`config.mk`:
```
export PLATFORM = sky130hd
export DESIGN_NAME = sleep_wake_manager
export DESIGN_NICKNAME = d
export VERILOG_FILES = /design/src/sleep_wake_pkg.sv /design/src/sleep_wake_manager.sv
export SDC_FILE = /design/constraint.sdc
export NUM_CORES = 1
export LEC_CHECK = 0
export BUFFER_PORTS_ARGS = -buffer_cell sky130_fd_sc_hd__buf_2
export CAP_MARGIN = 20
export CORE_MARGIN = 8
export CORE_UTILIZATION = 35
export DETAILED_ROUTE_END_ITERATION = 10
export GPL_TIMING_DRIVEN = 0
export MAX_ROUTING_LAYER = met4
export PLACE_DENSITY_LB_ADDON = 0.25
export REMOVE_ABC_BUFFERS = 1
export SKIP_LAST_GASP = 1
export SYNTH_ARGS = -nofsm -noshare
export SYNTH_HDL_FRONTEND = slang
export SYNTH_SLANG_ARGS = --single-unit
export TNS_END_PERCENT = 1
```
`constraint.sdc`:
```
create_clock -name CORE_CLK -period 4.65 [get_ports CORE_CLK]
set_clock_uncertainty 0.15 [all_clocks]
set_input_delay 0.93 -clock CORE_CLK [delete_from_list [all_inputs] [get_ports CORE_CLK]]
set_output_delay 0.93 -clock CORE_CLK [all_outputs]
set_load 0.05 [all_outputs]
```
`src/sleep_wake_pkg.sv`:
```
// package: constants, register map and types of the sleep and wake manager
package sleep_wake_pkg;
  // clock and times
  localparam int CLK_MHZ = 250;
  localparam int HALF_SEC_MS = 500;
  localparam int SLEEP_UNIT_S = 5;
  localparam int HALF_SEC_CYC = HALF_SEC_MS * CLK_MHZ * 1000;
  localparam int SLEEP_UNIT_CYC = SLEEP_UNIT_S * CLK_MHZ * 1000000;
  // cycles after reset until the strap synchronisers hold settled values
  localparam logic [1:0] BOOT_SYNC_CYC = 2'h3;
  // register byte offsets
  localparam logic [7:0] OFS_CTRL = 8'h00;
  localparam logic [7:0] OFS_CFG = 8'h04;
  localparam logic [7:0] OFS_SLEEP = 8'h08;
  localparam logic [7:0] OFS_STATUS = 8'h0C;
  localparam logic [7:0] OFS_INT_STAT = 8'h10;
  localparam logic [7:0] OFS_INT_MASK = 8'h14;
  // control bits
  localparam int CTRL_TX = 0;
  localparam int CTRL_SLEEP = 1;
  // config fields: watch mask, awake half-seconds, input enables
  localparam int CFG_MASK_LSB = 0;
  localparam int CFG_AWAKE_LSB = 8;
  localparam int CFG_INEN_LSB = 16;
  localparam logic [31:0] CFG_RST = 32'h00FF0200;
  localparam logic [15:0] SLEEP_RST = 16'h0001;
  // event bits of the interrupt status
  localparam int EV_PIN = 0;
  localparam int EV_TIMER = 1;
  localparam int EV_GIVEUP = 2;
  localparam int EV_SLEEPCMD = 3;
  localparam int EV_W = 4;
  // radio commands
  localparam logic [7:0] CMD_PIN_WAKE = 8'hC1;
  localparam logic [7:0] CMD_TIMER_WAKE = 8'hC2;
  localparam logic [7:0] CMD_SLEEP = 8'hA4;
  // bus responses
  localparam logic [1:0] RESP_OKAY = 2'h0;
  localparam logic [1:0] RESP_SLVERR = 2'h2;
  typedef enum logic [2:0] {ST_BOOT, ST_IDLE, ST_SLEEP, ST_SEND, ST_WAIT} state_t;
endpackage

```
`src/sleep_wake_manager.sv`:
```
// sleep and wake manager: antenna select, straps, low-power and check-in retries
// Operation
// - tx: A low B high; rx: reverse
// - low strap at boot: capture pins, sleep
// - sleeping: radio hibernates, core stops
// - byte 8 is the watch mask
// - watched input change wakes, sends C1
// - bytes 4 and 5 set sleep length
// - timer expiry wakes, broadcasts C2
// - no reply in awake window: sleep
// - command A4 sends device back to sleep
// - byte 6 half-seconds: resend each 500 ms
// - reserved strap low at boot: reserved mode
//
// Local design decisions: register access over AXI4-Lite and the placing of the registers.
`timescale 1ns/10ps
`default_nettype none
module sleep_wake_manager
  import sleep_wake_pkg::*;
#(
  parameter int HALF_SEC = HALF_SEC_CYC,
  parameter int SLEEP_UNIT = SLEEP_UNIT_CYC
) (
  // clock and reset
  input wire logic CORE_CLK,
  input wire logic SRST,
  // register bus
  input wire logic [7:0] AWADDR,
  input wire logic AWVALID,
  output logic AWREADY,
  input wire logic [31:0] WDATA,
  input wire logic [3:0] WSTRB,
  input wire logic WVALID,
  output logic WREADY,
  output logic [1:0] BRESP,
  output logic BVALID,
  input wire logic BREADY,
  input wire logic [7:0] ARADDR,
  input wire logic ARVALID,
  output logic ARREADY,
  output logic [31:0] RDATA,
  output logic [1:0] RRESP,
  output logic RVALID,
  input wire logic RREADY,
  // strap and watched pins
  input wire logic LOW_POWER_STRAP,
  input wire logic RESERVED_MODE_STRAP,
  input wire logic WATCH_INPUT_A6,
  input wire logic WATCH_INPUT_B6,
  input wire logic WATCH_INPUT_A2,
  input wire logic WATCH_INPUT_A1,
  input wire logic WATCH_INPUT_B3,
  input wire logic WATCH_INPUT_B2,
  input wire logic WATCH_INPUT_B1,
  input wire logic WATCH_INPUT_B0,
  // commands received from the radio
  input wire logic RX_CMD_VALID,
  input wire logic [7:0] RX_CMD,
  // antenna, power and check-in outputs
  output logic ANTENNA_SELECT_A,
  output logic ANTENNA_SELECT_B,
  output logic RADIO_HIBERNATE,
  output logic CORE_STOP,
  output logic RESERVED_MODE,
  output logic PKT_SEND,
  output logic [7:0] PKT_CMD,
  output logic [7:0] PKT_PIN_STATE,
  output logic [7:0] PKT_PIN_CHANGED,
  output logic IRQ
);

  typedef struct packed {
    state_t st;
    logic [1:0] boot_cnt;
    logic [1:0] strap_s1;
    logic [1:0] strap_s2;
    logic [7:0] pin_s1;
    logic [7:0] pin_s2;
    logic [7:0] base;
    logic [7:0] chg;
    logic rsv;
    logic ctrl_tx;
    logic [31:0] cfg;
    logic [15:0] sleep;
    logic [EV_W-1:0] ist;
    logic [EV_W-1:0] imask;
    logic [30:0] tick;
    logic [15:0] units;
    logic [7:0] tries;
    logic awready;
    logic bvalid;
    logic [1:0] bresp;
    logic arready;
    logic rvalid;
    logic [1:0] rresp;
    logic [31:0] rdata;
    logic ant_a;
    logic ant_b;
    logic hib;
    logic pkt_send;
    logic [7:0] pkt_cmd;
    logic irq;
  } regs_t;

  regs_t q;
  regs_t d;

  // byte-lane merge of a register write
  function automatic logic [31:0] wmerge(input logic [31:0] old, input logic [31:0] dat, input logic [3:0] strb);
    logic [31:0] r;
    r = old;
    for (int i = 0; i < 4; i++) begin
      if (strb[i]) begin
        r[8*i +: 8] = dat[8*i +: 8];
      end
    end
    return r;
  endfunction

  logic [7:0] mask;
  logic [7:0] awake_eff;
  logic [15:0] sleep_eff;
  logic [7:0] pin_hit;
  logic unit_done;
  logic timer_done;
  logic half_done;
  logic last_try;
  logic sleep_cmd;
  logic boot_done;

  // wake conditions; zero lengths act as one so the block never stalls
  always_comb begin
    mask = q.cfg[CFG_MASK_LSB +: 8];
    awake_eff = (q.cfg[CFG_AWAKE_LSB +: 8] == 8'h00) ? 8'h01 : q.cfg[CFG_AWAKE_LSB +: 8];
    sleep_eff = (q.sleep == 16'h0000) ? 16'h0001 : q.sleep;
    pin_hit = (q.pin_s2 ^ q.base) & mask & q.cfg[CFG_INEN_LSB +: 8];
    unit_done = q.tick == 31'(SLEEP_UNIT - 1);
    timer_done = unit_done && ({1'b0, q.units} + 17'h00001 >= {1'b0, sleep_eff});
    half_done = q.tick == 31'(HALF_SEC - 1);
    last_try = {1'b0, q.tries} + 9'h001 >= {1'b0, awake_eff};
    sleep_cmd = RX_CMD_VALID && RX_CMD == CMD_SLEEP;
    boot_done = q.boot_cnt == BOOT_SYNC_CYC;
  end

  // next state of everything
  always_comb begin
    logic [EV_W-1:0] ev;
    logic [EV_W-1:0] clr;
    logic tx;
    logic [31:0] slw;
    ev = '0;
    clr = '0;
    tx = 1'b0;
    slw = '0;
    d = q;
    // pin synchronisers, first stage read only by the second
    d.strap_s1 = {RESERVED_MODE_STRAP, LOW_POWER_STRAP};
    d.strap_s2 = q.strap_s1;
    d.pin_s1 = {WATCH_INPUT_A6, WATCH_INPUT_B6, WATCH_INPUT_A2, WATCH_INPUT_A1,
                WATCH_INPUT_B3, WATCH_INPUT_B2, WATCH_INPUT_B1, WATCH_INPUT_B0};
    d.pin_s2 = q.pin_s1;
    d.tick = q.tick + 31'h00000001;
    d.pkt_send = 1'b0;
    // baseline follows the pins whenever no watch is active
    if (q.st != ST_SLEEP && q.st != ST_IDLE) begin
      d.base = q.pin_s2;
    end
    case (q.st)
      ST_BOOT: begin
        if (!boot_done) begin
          d.boot_cnt = q.boot_cnt + 2'h1;
        end else begin
          d.rsv = !q.strap_s2[1];
          d.base = q.pin_s2;
          d.st = q.strap_s2[0] ? ST_IDLE : ST_SLEEP;
        end
      end
      ST_IDLE, ST_SLEEP: begin
        // a pin change beats a timer expiry in the same cycle
        if (|pin_hit) begin
          d.chg = pin_hit;
          d.base = q.pin_s2;
          d.pkt_cmd = CMD_PIN_WAKE;
          ev[EV_PIN] = 1'b1;
          d.st = ST_SEND;
        end else if (q.st == ST_SLEEP) begin
          if (unit_done) begin
            d.tick = '0;
            d.units = q.units + 16'h0001;
          end
          if (timer_done) begin
            d.chg = 8'h00;
            d.pkt_cmd = CMD_TIMER_WAKE;
            ev[EV_TIMER] = 1'b1;
            d.st = ST_SEND;
          end
        end else if (sleep_cmd) begin
          ev[EV_SLEEPCMD] = 1'b1;
          d.st = ST_SLEEP;
        end
      end
      ST_SEND: begin
        d.pkt_send = 1'b1;
        d.st = ST_WAIT;
      end
      ST_WAIT: begin
        // any command from the controller counts as the reply
        if (sleep_cmd) begin
          ev[EV_SLEEPCMD] = 1'b1;
          d.st = ST_SLEEP;
        end else if (RX_CMD_VALID) begin
          d.st = ST_IDLE;
        end else if (half_done) begin
          d.tries = q.tries + 8'h01;
          if (last_try) begin
            ev[EV_GIVEUP] = 1'b1;
            d.st = ST_SLEEP;
          end else begin
            d.st = ST_SEND;
          end
        end
      end
      default: begin
        d.st = ST_BOOT;
      end
    endcase
    // register writes, taken one cycle after ready is raised
    d.awready = 1'b0;
    if (!q.awready && !q.bvalid && AWVALID && WVALID) begin
      d.awready = 1'b1;
    end
    if (q.bvalid && BREADY) begin
      d.bvalid = 1'b0;
    end
    if (q.awready) begin
      d.bvalid = 1'b1;
      d.bresp = RESP_OKAY;
      case (AWADDR)
        OFS_CTRL: begin
          if (WSTRB[0]) begin
            d.ctrl_tx = WDATA[CTRL_TX];
            if (WDATA[CTRL_SLEEP] && (q.st == ST_IDLE || q.st == ST_WAIT)) begin
              d.st = ST_SLEEP;
            end
          end
        end
        OFS_CFG: d.cfg = wmerge(q.cfg, WDATA, WSTRB);
        OFS_SLEEP: begin
          // upper half of the word is not stored
          slw = wmerge({16'h0000, q.sleep}, WDATA, WSTRB);
          d.sleep = slw[15:0];
        end
        OFS_STATUS: d.bresp = RESP_OKAY;
        OFS_INT_STAT: clr = WSTRB[0] ? WDATA[EV_W-1:0] : '0;
        OFS_INT_MASK: d.imask = WSTRB[0] ? WDATA[EV_W-1:0] : q.imask;
        default: d.bresp = RESP_SLVERR;
      endcase
    end
    // register reads
    d.arready = 1'b0;
    if (!q.arready && !q.rvalid && ARVALID) begin
      d.arready = 1'b1;
    end
    if (q.rvalid && RREADY) begin
      d.rvalid = 1'b0;
    end
    if (q.arready) begin
      d.rvalid = 1'b1;
      d.rresp = RESP_OKAY;
      case (ARADDR)
        OFS_CTRL: d.rdata = {31'h00000000, q.ctrl_tx};
        OFS_CFG: d.rdata = q.cfg;
        OFS_SLEEP: d.rdata = {16'h0000, q.sleep};
        OFS_STATUS: d.rdata = {8'h00, q.tries, q.pin_s2, 1'b0, q.ant_b, q.ant_a, q.strap_s2[0], q.rsv, q.st};
        OFS_INT_STAT: d.rdata = {28'h0000000, q.ist};
        OFS_INT_MASK: d.rdata = {28'h0000000, q.imask};
        default: begin
          d.rdata = 32'h00000000;
          d.rresp = RESP_SLVERR;
        end
      endcase
    end
    // sticky events: a new event wins over a clear in the same cycle
    d.ist = (q.ist & ~clr) | ev;
    d.irq = |(d.ist & d.imask);
    if (d.st != q.st) begin
      d.tick = '0;
      d.units = '0;
    end
    if (d.st == ST_SLEEP || d.st == ST_IDLE) begin
      d.tries = 8'h00;
    end
    // transmit while sending a check-in or when software asks for it
    tx = d.pkt_send || d.st == ST_SEND || d.ctrl_tx;
    d.ant_a = !tx;
    d.ant_b = tx;
    d.hib = d.st == ST_SLEEP;
  end

  // single register of all state
  always_ff @(posedge CORE_CLK) begin
    if (SRST) begin
      q <= '{st: ST_BOOT, cfg: CFG_RST, sleep: SLEEP_RST, ant_a: 1'b1, default: '0};
    end else begin
      q <= d;
    end
  end

  // outputs straight from flops
  assign AWREADY = q.awready;
  assign WREADY = q.awready;
  assign BVALID = q.bvalid;
  assign BRESP = q.bresp;
  assign ARREADY = q.arready;
  assign RVALID = q.rvalid;
  assign RRESP = q.rresp;
  assign RDATA = q.rdata;
  assign ANTENNA_SELECT_A = q.ant_a;
  assign ANTENNA_SELECT_B = q.ant_b;
  assign RADIO_HIBERNATE = q.hib;
  assign CORE_STOP = q.hib;
  assign RESERVED_MODE = q.rsv;
  assign PKT_SEND = q.pkt_send;
  assign PKT_CMD = q.pkt_cmd;
  assign PKT_PIN_STATE = q.base;
  assign PKT_PIN_CHANGED = q.chg;
  assign IRQ = q.irq;
endmodule
`default_nettype wire

```
# --- Word-level counts from Yosys, hierarchy flattened ---
# Cells that the tools add are included.
totals:
  ff_bits: 207
  output_inout_bits: 72
classes:
  n_mux: 72
  add_sub_neg: 6
  reduce_logical: 48
  bitwise: 11
  n_lt_le_gt_ge: 2
  n_eq_ne: 24
op_table:
  columns: ["cell", "count"]
  rows:
  - ["$pmux 32 s6", 1]
  - ["$mux 47", 4]
  - ["$mux 8", 16]
  - ["$mux 49", 1]
  - ["$mux 3", 13]
  - ["$mux 35", 1]
  - ["$eq 8x4->1 const B", 4]
  - ["$eq 8x5->1 const B", 4]
  - ["$mux 16", 2]
  - ["$mux 32", 1]
  - ["$add 31x1->31 const B", 1]
  - ["$eq 31x27->1 const B", 1]
  - ["$eq 31x31->1 const B", 1]
  - ["$logic_not 8->1", 3]
  - ["$mux 4", 6]
  - ["$reduce_and 3->1", 7]
  - ["$mux 1", 20]
  - ["$add 16x1->17 const B", 1]
  - ["$ge 17x16->1", 1]
  - ["$add 16x1->16 const B", 1]
  - ["$and 8x8->8", 2]
  - ["$eq 8x3->1 const B", 2]
  - ["$logic_not 16->1", 1]
  - ["$pmux 8 s2", 1]
  - ["other kinds (31)", 68]

# --- Longest topological paths before layout ---
# Gate-level depths: netlist (run 1).
depth:
  depth_word: 16
  depth_mapped: 18

# --- Worst setup path before layout (run 1) ---
# OpenSTA, ideal clock, no wires.
synth_timing:
  path_type: "reg-to-reg"
  from: "register q[63] (netlist name)"
  to: "register q[54] (netlist name)"
  setup_slack_ps: 994
  stages_incl_launch_ff: 17
  synth_period_minus_slack_ps: 3656
  arrival_time_ps: 3370
  required_ps: 4364
  cell_sequence: "dfxtp_1 > and3_1 > nand3_1 > nor2_1 > and3_1 > clkbuf_1 > and2_1 > nand3_1 > xnor2_1 > ha_1 > nand3_1 > nor3_1 > o31a_1 > o21ai_0 > a31oi_2 > mux2i_1 > nor3_1"
synth_between:
  elab_chain_len: 14
  word_cells_on_any_way: 15
  classes_between: "add/sub: 1; order compare: 1; eq/ne: 2; mux: 8; reduce/logical: 3"
synth_lines:
  columns: ["element", "line_no", "rtl"]
  rows:
  - ["start, declared", "sleep_wake_manager.sv:105", "regs_t q;"]
  - ["start signal, assigned", "sleep_wake_manager.sv:303", "q <= '{st: ST_BOOT, cfg: CFG_RST, sleep: SLEEP_RST, ant_a: 1'b1, default: '0};"]
  - ["start signal, assigned", "sleep_wake_manager.sv:305", "q <= d;"]
  - ["$add 16x1->17 *", "sleep_wake_manager.sv:138", "timer_done = unit_done && ({1'b0, q.units} + 17'h00001 >= {1'b0, sleep_eff});"]
  - ["$ge 17x16->1 *", "sleep_wake_manager.sv:138", null]
  - ["$logic_and 1x1->1 *", "sleep_wake_manager.sv:138", null]
  - ["$mux 3 *", "sleep_wake_manager.sv:191", "if (timer_done) begin"]
  - ["$mux 3 *", "sleep_wake_manager.sv:186", "end else if (q.st == ST_SLEEP) begin"]
  - ["$mux 3 *", "sleep_wake_manager.sv:180", "if (|pin_hit) begin"]
  - ["$pmux 3 s4 *", "sleep_wake_manager.sv:168", "case (q.st)"]
  - ["$mux 3", "sleep_wake_manager.sv:242", "if (WDATA[CTRL_SLEEP] && (q.st == ST_IDLE || q.st == ST_WAIT)) begin"]
  - ["$mux 3", "sleep_wake_manager.sv:240", "if (WSTRB[0]) begin"]
  - ["$mux 3", "sleep_wake_manager.sv:238", "case (AWADDR)"]
  - ["$mux 3 *", "sleep_wake_manager.sv:235", "if (q.awready) begin"]
  - ["$eq 3x2->1 / $eq 3x1->1 (equally long branches)", "sleep_wake_manager.sv:290", "if (d.st == ST_SLEEP || d.st == ST_IDLE) begin"]
  - ["$logic_or 1x1->1 *", "sleep_wake_manager.sv:290", null]
  - ["$reduce_or 2->1 (no line) *", null, null]
# Every way passes the cells marked *; elsewhere a longest branch is shown, timed or not.
# A chain may end at the register's enable or synchronous reset.

# --- Worst setup path after layout (run 1) ---
layout_timing:
  from: "register q[61] (netlist name)"
  to: "register q[56] (netlist name)"
# The elaborated chain is that of the path after synthesis.

==> impl_metrics.yaml, run 1 <==
outcome:
  outcome: "complete, no violations"
pwr:
  ir_drop_v: 0.000265
  clockPowerShare: 0.410
  combPwrFrac: 0.096
  p_sw_frac: 0.267
  p_seq_frac: 0.493
  intPower_mw: 2.65
  p_leak_nw: 4.60
  switchingPower_mw: 0.968
  p_per_area_mw_per_mm2: 330
cts:
  cts_root_buffer: "clkbuf_16"
  cts_tree: "done"
  cts_max_level: 4
  postCtsHoldBufs: 0
  clk_pin_slew_worst_paths_ns: 0.08
  cts_setup_buffers: 0
  clk_latency_ns: 0.44
  cts_buffers: 17
  cts.path.max_buffers: 2
  cts.sink_count: 200
critical_path:
  cpPeakStageDelay_ns: 0.56
  cp_max_fo: 7
  path_cells: "and3_1 > nand3_1 > nor2_1 > and3_1 > and2_1 > nand3_1 > xnor2_1 > ha_1 > nand3_1 > nor3_1 > o31a_1 > o21ai_1 > a31oi_2 > mux2i_2 > nor3_1"
  critPathKind: "reg2reg"
  crit_path_start_kind: "flip-flop"
  cp.required_ns: 4.81
  critPathArrivalTime_ns: 4.42
  cp-end-kind: "flip-flop"
  crit_slowest_cell: "mux2i_2"
  crit_top_cell: "nand3_1"
synthesis:
  synth_cell_types: 62
  seq_area_frac_synth: 0.411
  syn_avg_cell_area_um2: 8.43
  syn_inst: 1154
  syn_area_mm2: 0.00973
  yosys_warnings: 0
  async_reset_ff_frac: 0
  ys_ff_latch: 200
  synth_edf_count: 0
  synthFlopType: "dfxtp_1"
place:
  placed_area_mm2: 0.0104
  place_inst: 1565
  hpwl_mm: 20.3
  pre_cts_ws_ns: -0.0318
  place.gp.congestion: 0.850
  io_buffers: 143
drt:
  post_drt_wl_per_cell_um: 16.8
  drt-initial-drc-count: 489
  vias_per_cell: 5.00
  drt-pass1-iter-count: 5
  vias: 8002
  detail-route-antenna-nets: 0
  drc: 0
  wl_mm: 26.9
timing:
  min_period_ns: 4.27
  rsz0062_at_grt: "no"
  worst_pin_slew_ns: 0.780
  fin_crit_sh: 0.918
  finalWorstSetupSlack_ns: 0.382
  hold_violations: 0
  drv_slew: 0
  finalSetupViolCount: 0
  fmax_mhz: 234
  maxSlewHeadroom: 0.480
grt:
  grtUsageTotal: 0.162
  grt_start_max_net_pins: 90
  grt_pass1_vias: 7634
  grt_first_pass_wirelength_mm: 41.7
  antenna_found_initial: 2
  overflow: 0
floorplanning:
  core-area_mm2: 0.0276
  die-width_um: 183
  design.portCount: 150
  rows: 61
  die_h_um: 183
  die_area_mm2: 0.0334
  start_util: 0.353
final_layout:
  nNetsFinal: 1313
  final_area_mm2: 0.0110
  syn_to_final_growth_pct: 13.0
  fin_util: 0.399
  fin_cells: 1601
  drive_gt1_frac: 0.161
worst_hold_path:
  hp-class: "reg2reg"
run:
  maxCapViolCount: 0
[power by group through the flow]
stage          Clock, mW  Sequential (mW)  Combinational [mW]
6_report            1.49             1.79               0.349
5_1_grt             1.59             1.79               0.383
4_1_cts             1.52             1.79               0.351
3_5_place_dp           0             1.83               0.347
3_3_place_gp           0             1.83               0.314
2_1_floorplan          0             1.85               0.153
[synthesized netlist by cell type, types with 6 or more instances]
master | count | share of area
a21oi_1 | 78 | 0.040
a22o_1 | 11 | 0.0099
a22oi_1 | 25 | 0.019
and2_1 | 10 | 0.0064
and3_1 | 19 | 0.012
and4_1 | 7 | 0.0063
buf_2 | 6 | 0.0031
buf_4 | 62 | 0.048
clkbuf_1 | 46 | 0.018
dfxtp_1 | 200 | 0.41
ha_1 | 28 | 0.036
inv_1 | 31 | 0.012
mux2i_1 | 36 | 0.037
nand2_1 | 120 | 0.046
nand3_1 | 71 | 0.037
nand3b_1 | 10 | 0.0077
nand4_1 | 20 | 0.013
nor2_1 | 132 | 0.051
nor2b_1 | 29 | 0.019
nor3_1 | 36 | 0.019
nor4_1 | 11 | 0.0071
o21ai_0 | 18 | 0.0093
xnor2_1 | 25 | 0.023
xor2_1 | 55 | 0.050
[cells in the final DEF (no fill, tap or decap), drive strengths merged, types with 3 or more instances in the layout]
cell / instances
dfxtp: 200
buf: 151
nor2: 132
nand2: 120
a21oi: 78
nand3: 71
xor2: 55
nor3: 38
mux2i: 36
inv: 36
nor2b: 29
ha: 28
xnor2: 25
a22oi: 25
nand4: 21
and3: 19
o21ai: 19
clkbuf: 19
a22o: 11
nor4: 11
and2: 10
nand3b: 10
clkinv: 8
and4: 7
conb: 6
a32oi: 4
nor3b: 4
nand2b: 4
diode: 3
a31oi: 3
nor4b: 3
o31ai: 3
[critical path, delay by kind of cell, from the launching register on]
family	cells	cell delay [ns]
flops	1	0.41
simple gates	9	1.70
mux	1	0.56
fa+ha+maj	1	0.29
compound gates	3	0.88
xor+xnor	1	0.15
[cells by family after synthesis]
group                      count (synthesis)  synth area share
and+or+nand+nor                          486             0.242
DFF                                      200             0.411
AOI/OAI and AO/OA                        168             0.111
buffers and inverters                    154            0.0872
xor gates and xnor gates                  80            0.0720
muxes                                     37            0.0393
adders and majority gates                 28            0.0360
other                                      1          0.000385
[final cells by class]
cell class | count | area, um2
fillers | 2837 | 16600
well taps | 378 | 473
flip-flops and latches | 200 | 4000
inverters | 32 | 120
clock buffers | 19 | 453
clock inverters | 13 | 136
repair buffers | 151 | 877
multi-input cells | 805 | 4920
diodes | 3 | 7.51
[flip-flops by register name (all words and copies together), names as in the netlist]
| register | count |
|---|---|
| PKT_PIN_CHANGED | 8 |
| CORE_STOP | 1 |
| RDATA | 32 |
| ARREADY | 1 |
| q | 119 |
| RVALID | 1 |
| ANTENNA_SELECT_B | 1 |
| IRQ | 1 |
| ANTENNA_SELECT_A | 1 |
| d | 10 |
| RRESP | 1 |
| BRESP | 1 |
| mask | 8 |
| RESERVED_MODE | 1 |
| AWREADY | 1 |
| PKT_SEND | 1 |
| BVALID | 1 |
| PKT_CMD | 3 |
| PKT_PIN_STATE | 8 |
[final timing paths]
kind | depth (start not counted) | start | endpoint | slack (ns)
max | 15 | q[61]$_SDFFE_PP0P_ | q[56]$_SDFFE_PP0P_ | 0.38
min | 1 | q[199]$_SDFF_PP0_ | RESERVED_MODE$_SDFFE_PP0P_ | 0.27
max reg2reg | 15 | q[61]$_SDFFE_PP0P_ | q[56]$_SDFFE_PP0P_ | 0.38
min reg2reg | 1 | q[199]$_SDFF_PP0_ | RESERVED_MODE$_SDFFE_PP0P_ | 0.27
[metrics by stage]
stage | hold WS (ns) | power (mW) | TNS [ns]
global route | 0.300 | 3.77 | 0
detailed placement | 0.266 | 2.17 | -0.165
CTS | 0.277 | 3.66 | 0
global placement | 0.263 | 2.14 | -158.33
floorplan | 0.252 | 2.01 | -48.11
finish | 0.274 | 3.62 | 0
[what timing repair did]
| item | CTS | global route |
|---|---|---|
| setup endpoints to repair | 7 | 7 |
| pin swaps | 0 | 0 |
| resized for setup | 1 | 1 |
| hold endpoints to repair | 0 | 0 |
| gates cloned | 0 | 0 |
[per-layer routing]
layer	up-vias	part of all wire	global-route usage
met4	0	0.0092	0.0394
li1	4024	-	-
met3	15	0.049	0.0311
met1	3773	0.48	0.210
met5	-	0	-
met2	190	0.46	0.257
No activity file was read; power rests on OpenSTA's default activity.
==> run 2: changes to the inputs <==
==> constraint.sdc (replaced) <==
create_clock -name CORE_CLK -period 3.4 [get_ports CORE_CLK]
set_clock_uncertainty 0.15 [all_clocks]
set_input_delay 0.68 -clock CORE_CLK [delete_from_list [all_inputs] [get_ports CORE_CLK]]
set_output_delay 0.68 -clock CORE_CLK [all_outputs]
set_load 0.1 [all_outputs]
==> run 2 against run 1 <==
Effect of this change: the run now ends with negative setup slack left; clock power up 36%; critical endpoint is now q[93]$_SDFF_PP0_; utilization up 1.3 points; global-route usage about the same; final area up 3.2%; largest cell class unchanged.
==> impl_metrics.yaml, run 2 (synthesized netlist as in run 1, its figures left out) <==
timing:
  fin_crit_sh: 1.09
  finalSetupViolCount: 69
  fmax_mhz: 270
  worst_pin_slew_ns: 0.781
  hold_violations: 0
  drv_slew: 0
  setup_tns_ns: -16.04
  rsz0062_at_grt: "yes"
  whs_ns: 0.274
  maxSlewHeadroom: 0.479
  finalWorstSetupSlack_ns: -0.302
  min_period_ns: 3.70
cts:
  clk_latency_ns: 0.44
  clk_pin_slew_worst_paths_ns: 0.08
  cts.sink_count: 200
  cts_tree: "done"
  cts_max_level: 4
  cts.path.max_buffers: 2
  postCtsHoldBufs: 0
  cts_buffers: 17
  cts_root_buffer: "clkbuf_16"
critical_path:
  critPathBufInv: 2
  critPathArrivalTime_ns: 3.85
  critPathKind: "reg2reg"
  reg2reg_from: "q[63]$_SDFFE_PP0P_"
  crit_path_start: "q[63]$_SDFFE_PP0P_"
  crit_family: "simple AND/OR/NAND/NOR gates"
  crit_path_start_kind: "flip-flop"
  cpPeakStageDelay_ns: 0.51
  path_cells: "and3_4 > nand3_4 > nor2_4 > and3_4 > and2_4 > nand3_1 > xnor2_1 > ha_1 > nand3_1 > o211ai_1 > o21a_1 > nor3b_2 > o311ai_4 > buf_6 > clkbuf_16 > nor3_2"
  cp-end-kind: "flip-flop"
  cp_max_fo: 5
  cp.required_ns: 3.55
  crit_slowest_cell: "o211ai_1"
worst_hold_path:
  hp-class: "reg2reg"
  hold_path.startpoint: "q[199]$_SDFF_PP0_"
final_layout:
  drive_gt1_frac: 0.198
  fin_util: 0.412
  layout_common_cells: "dfxtp_1 (196), buf_2 (142), nor2_1 (128)"
  final_area_mm2: 0.0113
  syn_to_final_growth_pct: 16.6
  fin_cells: 1614
  largest-register: "q"
  n_fill_cell: 2793
  final_common_cell: "dfxtp_1"
  nNetsFinal: 1326
  largest_reg_flops: 119
pwr:
  p_per_area_mw_per_mm2: 451
  p_leak_nw: 4.71
  power_mw: 5.12
  ir_drop_v: 0.000430
drt:
  dr_wl_met3_mm: 1.44
  wl_mm: 27.1
  drc: 0
  post_drt_wl_per_cell_um: 16.8
  vias_per_cell: 5.02
  detail-route-antenna-nets: 0
  drt-initial-drc-count: 479
  wl_met2_mm: 12.6
  wl_met1_mm: 12.8
  drt-pass1-iter-count: 5
  highest_layer: "met4"
  vias: 8109
floorplanning:
  core-area_mm2: 0.0276
  rows: 61
  start_util: 0.353
  die_h_um: 183
  design.portCount: 150
  die-width_um: 183
  die_area_mm2: 0.0334
outcome:
  outcome: "finished, violations left"
  failed_checks: "negative setup slack"
grt:
  grt_start_max_net_pins: 90
  grt_first_pass_wirelength_mm: 41.7
  grt_pass1_vias: 7637
  antenna_found_initial: 2
  overflow: 0
  grtUsageTotal: 0.162
place:
  io_buffers: 143
  pre_cts_ws_ns: -1.28
  place_inst: 1565
  place.gp.congestion: 0.850
  hpwl_mm: 20.3
  placed_area_mm2: 0.0104
run:
  maxCapViolCount: 0
## run 2: changes by cell type in the layout (fill, tap and decap cells not counted), sizes merged
| cell | previous run | this run |
|---|---|---|
| clkbuf | 19 | 21 |
| buf | 151 | 162 |
## run 2: final timing paths
kind / endpoint / slack, ns / cells past startpoint
max: q[93]$_SDFF_PP0_ / -0.30 / 16
max reg2reg: q[93]$_SDFF_PP0_ / -0.30 / 16
min reg2reg: RESERVED_MODE$_SDFFE_PP0P_ / 0.27 / 1
min: RESERVED_MODE$_SDFFE_PP0P_ / 0.27 / 1
## run 2: area by class of cell
type | count | area (um2) | area share
diodes | 3 | 7.51 | 0.000662
clock buffers | 19 | 453 | 0.0399
clock inverters | 13 | 136 | 0.0120
inverters | 32 | 120 | 0.0106
multi-input cells | 805 | 5110 | 0.451
flip-flops and latches | 200 | 4010 | 0.354
well taps | 378 | 473 | 0.0417
repair buffers | 164 | 1030 | 0.0905
## run 2: layer usage
metal | global-route usage | up-vias
li1 | - | 4056
met1 | 0.210 | 3820
met2 | 0.258 | 213
met3 | 0.0311 | 20
met4 | 0.0394 | 0
met5 | - | -
## run 2: timing repair
action / in CTS / in global routing
pin swaps: 6 / 13
buffers inserted: 2 / 10
setup endpoints to repair: 72 / 72
resized for setup: 16 / 36
cloned: 0 / 2
## run 2: worst register-to-register path, stage by stage, from the launching register on
cell and delay, ns:
dfxtp_2 0.37, and3_4 0.22, nand3_4 0.10, nor2_4 0.12, and3_4 0.22, and2_4 0.17
nand3_1 0.09, xnor2_1 0.15, ha_1 0.31, nand3_1 0.13, o211ai_1 0.51, o21a_1 0.23
nor3b_2 0.07, o311ai_4 0.34, buf_6 0.19, clkbuf_16 0.15, nor3_2 0.04
## run 2: power breakdown
part | switching (mW) | total (mW) | internal, mW | leakage (nW)
clock network | 0.959 | 2.03 | 1.07 | 0.292
registers | 0.0542 | 2.44 | 2.39 | 1.62
logic | 0.414 | 0.643 | 0.229 | 2.80
total | 1.43 | 5.12 | 3.69 | 4.71
==> run 3: changes to the inputs <==
--- a/config.mk
+++ b/config.mk
@@ -5,14 +5,15 @@
 export SDC_FILE = /design/constraint.sdc
 export NUM_CORES = 1
 export LEC_CHECK = 0
+export ABC_AREA = 1
 export BUFFER_PORTS_ARGS = -buffer_cell sky130_fd_sc_hd__buf_2
 export CAP_MARGIN = 20
 export CORE_MARGIN = 8
-export CORE_UTILIZATION = 35
+export CORE_UTILIZATION = 52
 export DETAILED_ROUTE_END_ITERATION = 10
 export GPL_TIMING_DRIVEN = 0
 export MAX_ROUTING_LAYER = met4
-export PLACE_DENSITY_LB_ADDON = 0.25
+export PLACE_DENSITY_LB_ADDON = 0.12
 export REMOVE_ABC_BUFFERS = 1
 export SKIP_LAST_GASP = 1
 export SYNTH_ARGS = -nofsm -noshare
==> run 3 against run 2 <==
Effect of this change: the run now ends clean; die area decreased by 26%; combinational power decreased by 20%; via count increased by 12%; largest cell class unchanged.
==> impl_metrics.yaml, run 3 <==
worst_hold_path:
  hp-class: "reg2reg"
  hold_path.startpoint: "d[199]$_SDFF_PP0_"
synthesis:
  synth_compound_area_frac: 0.124
  synth_common_cells: "nand2_1 (261), dfxtp_1 (200), inv_1 (169)"
  seq_area_frac_synth: 0.388
  async_reset_ff_frac: 0
  synth_largest_area_cell: "dfxtp_1"
  synth_most_common_cell: "nand2_1"
  syn_inst: 1398
  synthMuxAreaShare: 0.00388
  synth_cell_types: 55
  ys_ff_latch: 200
  synth.top_cell.area_share: 0.388
  syn_area_mm2: 0.0103
  syn_avg_cell_area_um2: 7.38
  synthSimpleGateAreaFrac: 0.280
  synth_area_leaders: "dfxtp_1 (39%), nand2_1 (9.5%), inv_1 (6.1%), nor2_1 (6.0%), o21ai_0 (4.7%)"
  synth-xor-area-share: 0.0365
  synth_edf_count: 0
  synthFlopType: "dfxtp_1"
  yosys_warnings: 0
  synth_top_family_by_area: "simple AND/OR/NAND/NOR gates"
  synth_fa_ha_area_frac: 0.0339
grt:
  grtUsageTotal: 0.231
  antenna_found_initial: 0
  grt_pass1_vias: 8659
  grt_first_pass_wirelength_mm: 44.2
  grt_start_max_net_pins: 78
  overflow: 0
place:
  io_buffers: 143
  place.gp.congestion: 0.906
  hpwl_mm: 19.5
  place_inst: 1710
  placed_area_mm2: 0.0107
critical_path:
  cpPeakStageDelay_ns: 0.35
  path_cells: "nand2_2 > nor3_2 > nand3_2 > nor3_4 > nand4_1 > xor2_2 > ha_1 > inv_2 > nor3b_2 > nand4_1 > nand3b_1 > nor2_1 > nand2_2 > nand2_4 > nand2_2 > nand2_2 > nand2_4 > nand3_4 > buf_12 > nand2_8 > nor2_4"
  cp_max_fo: 8
  crit_family: "simple AND/OR/NAND/NOR gates"
  crit_path_start_kind: "flip-flop"
  critPathBufInv: 2
  critPathArrivalTime_ns: 3.51
  crit_top_cell: "nand2_2"
  cp.required_ns: 3.58
  crit_path_start: "q[67]$_SDFFE_PP0P_"
  reg2reg_from: "q[67]$_SDFFE_PP0P_"
  cp-end-kind: "flip-flop"
  crit_slowest_cell: "dfxtp_2"
  critPathKind: "reg2reg"
timing:
  maxSlewHeadroom: 0.255
  worst_pin_slew_ns: 1.12
  drv_slew: 0
  fin_crit_sh: 0.980
  finalSetupViolCount: 0
  fmax_mhz: 300
  rsz0062_at_grt: "yes"
  setup_tns_ns: 0
  min_period_ns: 3.33
  hold_violations: 0
final_layout:
  seqCellArea_mm2: 0.00402
  multiInputGateArea_mm2: 0.00528
  n_fill_cell: 1856
  final_area_mm2: 0.0118
  drive_gt1_frac: 0.209
  nNetsFinal: 1592
  fin_cells: 1765
  final_common_cell: "nand2_1"
  largest-register: "q"
  largest_reg_flops: 119
  syn_to_final_growth_pct: 14.2
  layout_common_cells: "nand2_1 (252), dfxtp_1 (192), inv_1 (166)"
floorplanning:
  start_util: 0.530
  die_area_mm2: 0.0246
  core-area_mm2: 0.0195
  die-width_um: 157
  rows: 51
  design.portCount: 150
  die_h_um: 157
cts:
  cts_root_buffer: "clkbuf_16"
  cts.path.max_buffers: 2
  cts_tree: "done"
  clk_pin_slew_worst_paths_ns: 0.08
  cts_max_level: 4
  cts.sink_count: 200
  clk_latency_ns: 0.44
  cts_buffers: 17
drt:
  vias_per_cell: 5.16
  wl_mm: 27.7
  drt-pass1-iter-count: 5
  drt-initial-drc-count: 665
  post_drt_wl_per_cell_um: 15.7
  drc: 0
  detail-route-antenna-nets: 0
  vias: 9113
pwr:
  p_per_area_mw_per_mm2: 418
  p_leak_nw: 5.06
  ir_drop_v: 0.000300
outcome:
  outcome: "complete, no violations"
run:
  maxCapViolCount: 0
## run 3: changes by cell type in the layout (fill, tap and decap cells not counted), sizes merged, moves of 18 or more
cell   previous run  this run
nand2           120       276
inv              36       188
o21ai            19        99
nor2            132       211
mux2i            36         4
nor2b            29         0
a22oi            25         0
nand3            71        51
and3             19         0
xnor2            25         6
xor2             55        37
## run 3: what timing repair did
item | CTS | global route
buffers inserted | 3 | 11
pin swaps | 7 | 24
gates cloned | 6 | 1
hold buffers | 0 | 0
endpoints found under the setup margin | 70 | 71
resized for setup | 23 | 34
## run 3: cells by family (layout without fill, tap and decap cells)
| family | after synthesis | after routing |
|---|---|---|
| AOI/OAI and AO/OA | 233 | 233 |
| xor gates and xnor gates | 43 | 43 |
| adders and majority gates | 28 | 28 |
| buffers and inverters | 287 | 376 |
| DFF | 200 | 200 |
| muxes | 4 | 4 |
| other | 1 | 7 |
| and+or+nand+nor | 602 | 609 |
## run 3: path summary, 6_finish.rpt
kind              slack [ns]                 to  cells after the start
setup reg to reg        0.07  q[105]$_SDFF_PP0_                     21
setup / recovery        0.07  q[105]$_SDFF_PP0_                     21
hold reg to reg         0.26  q[199]$_SDFF_PP0_                      2
hold / removal          0.26  q[199]$_SDFF_PP0_                      2
## run 3: worst register-to-register path: cells and delay by family, from the launching register on
family / cells / cell delay [ns]
adder cells (fa/ha/maj): 1 / 0.31
flip-flops: 1 / 0.35
AND/OR/NAND/NOR: 17 / 1.98
buffers and inverters: 2 / 0.24
XOR/XNOR: 1 / 0.22
## run 3: cell type report
| class | instances | area share |
|---|---|---|
| clock buffers | 17 | 0.0361 |
| clock inverters | 15 | 0.0132 |
| repair buffers | 160 | 0.0743 |
| well taps | 265 | 0.0281 |
| inverters | 184 | 0.0588 |
| diodes | 1 | 0.000212 |
| flip-flops and latches | 200 | 0.341 |
| multi-input cells | 923 | 0.448 |
## run 3: per-stage QoR
stage           util  hold slack (ns)  total power [mW]  setup slack (ns)
4_1_cts        0.593            0.257              4.95           0.00809
5_1_grt        0.605            0.270              5.10            -0.111
2_1_floorplan      -            0.238              2.79            -0.521
3_5_place_dp   0.551            0.246              2.93            -0.909
3_3_place_gp   0.549            0.241              2.92             -1.56
6_report       0.606            0.256              4.93            0.0695
## run 3: power breakdown
group / internal [mW] / switching, mW / total (mW)
registers: 2.38 / 0.0367 / 2.42
clock network: 0.979 / 1.02 / 2.00
logic: 0.125 / 0.388 / 0.513
## run 3: per-layer routing
layer	track usage	routed length [um]	up-vias	part of all wire
li1	-	-	4601	-
met1	0.316	13300	4238	0.48
met2	0.352	12500	249	0.45
met3	0.0359	1530	25	0.055
met4	0.0526	280	0	0.010
met5	-	0	-	0
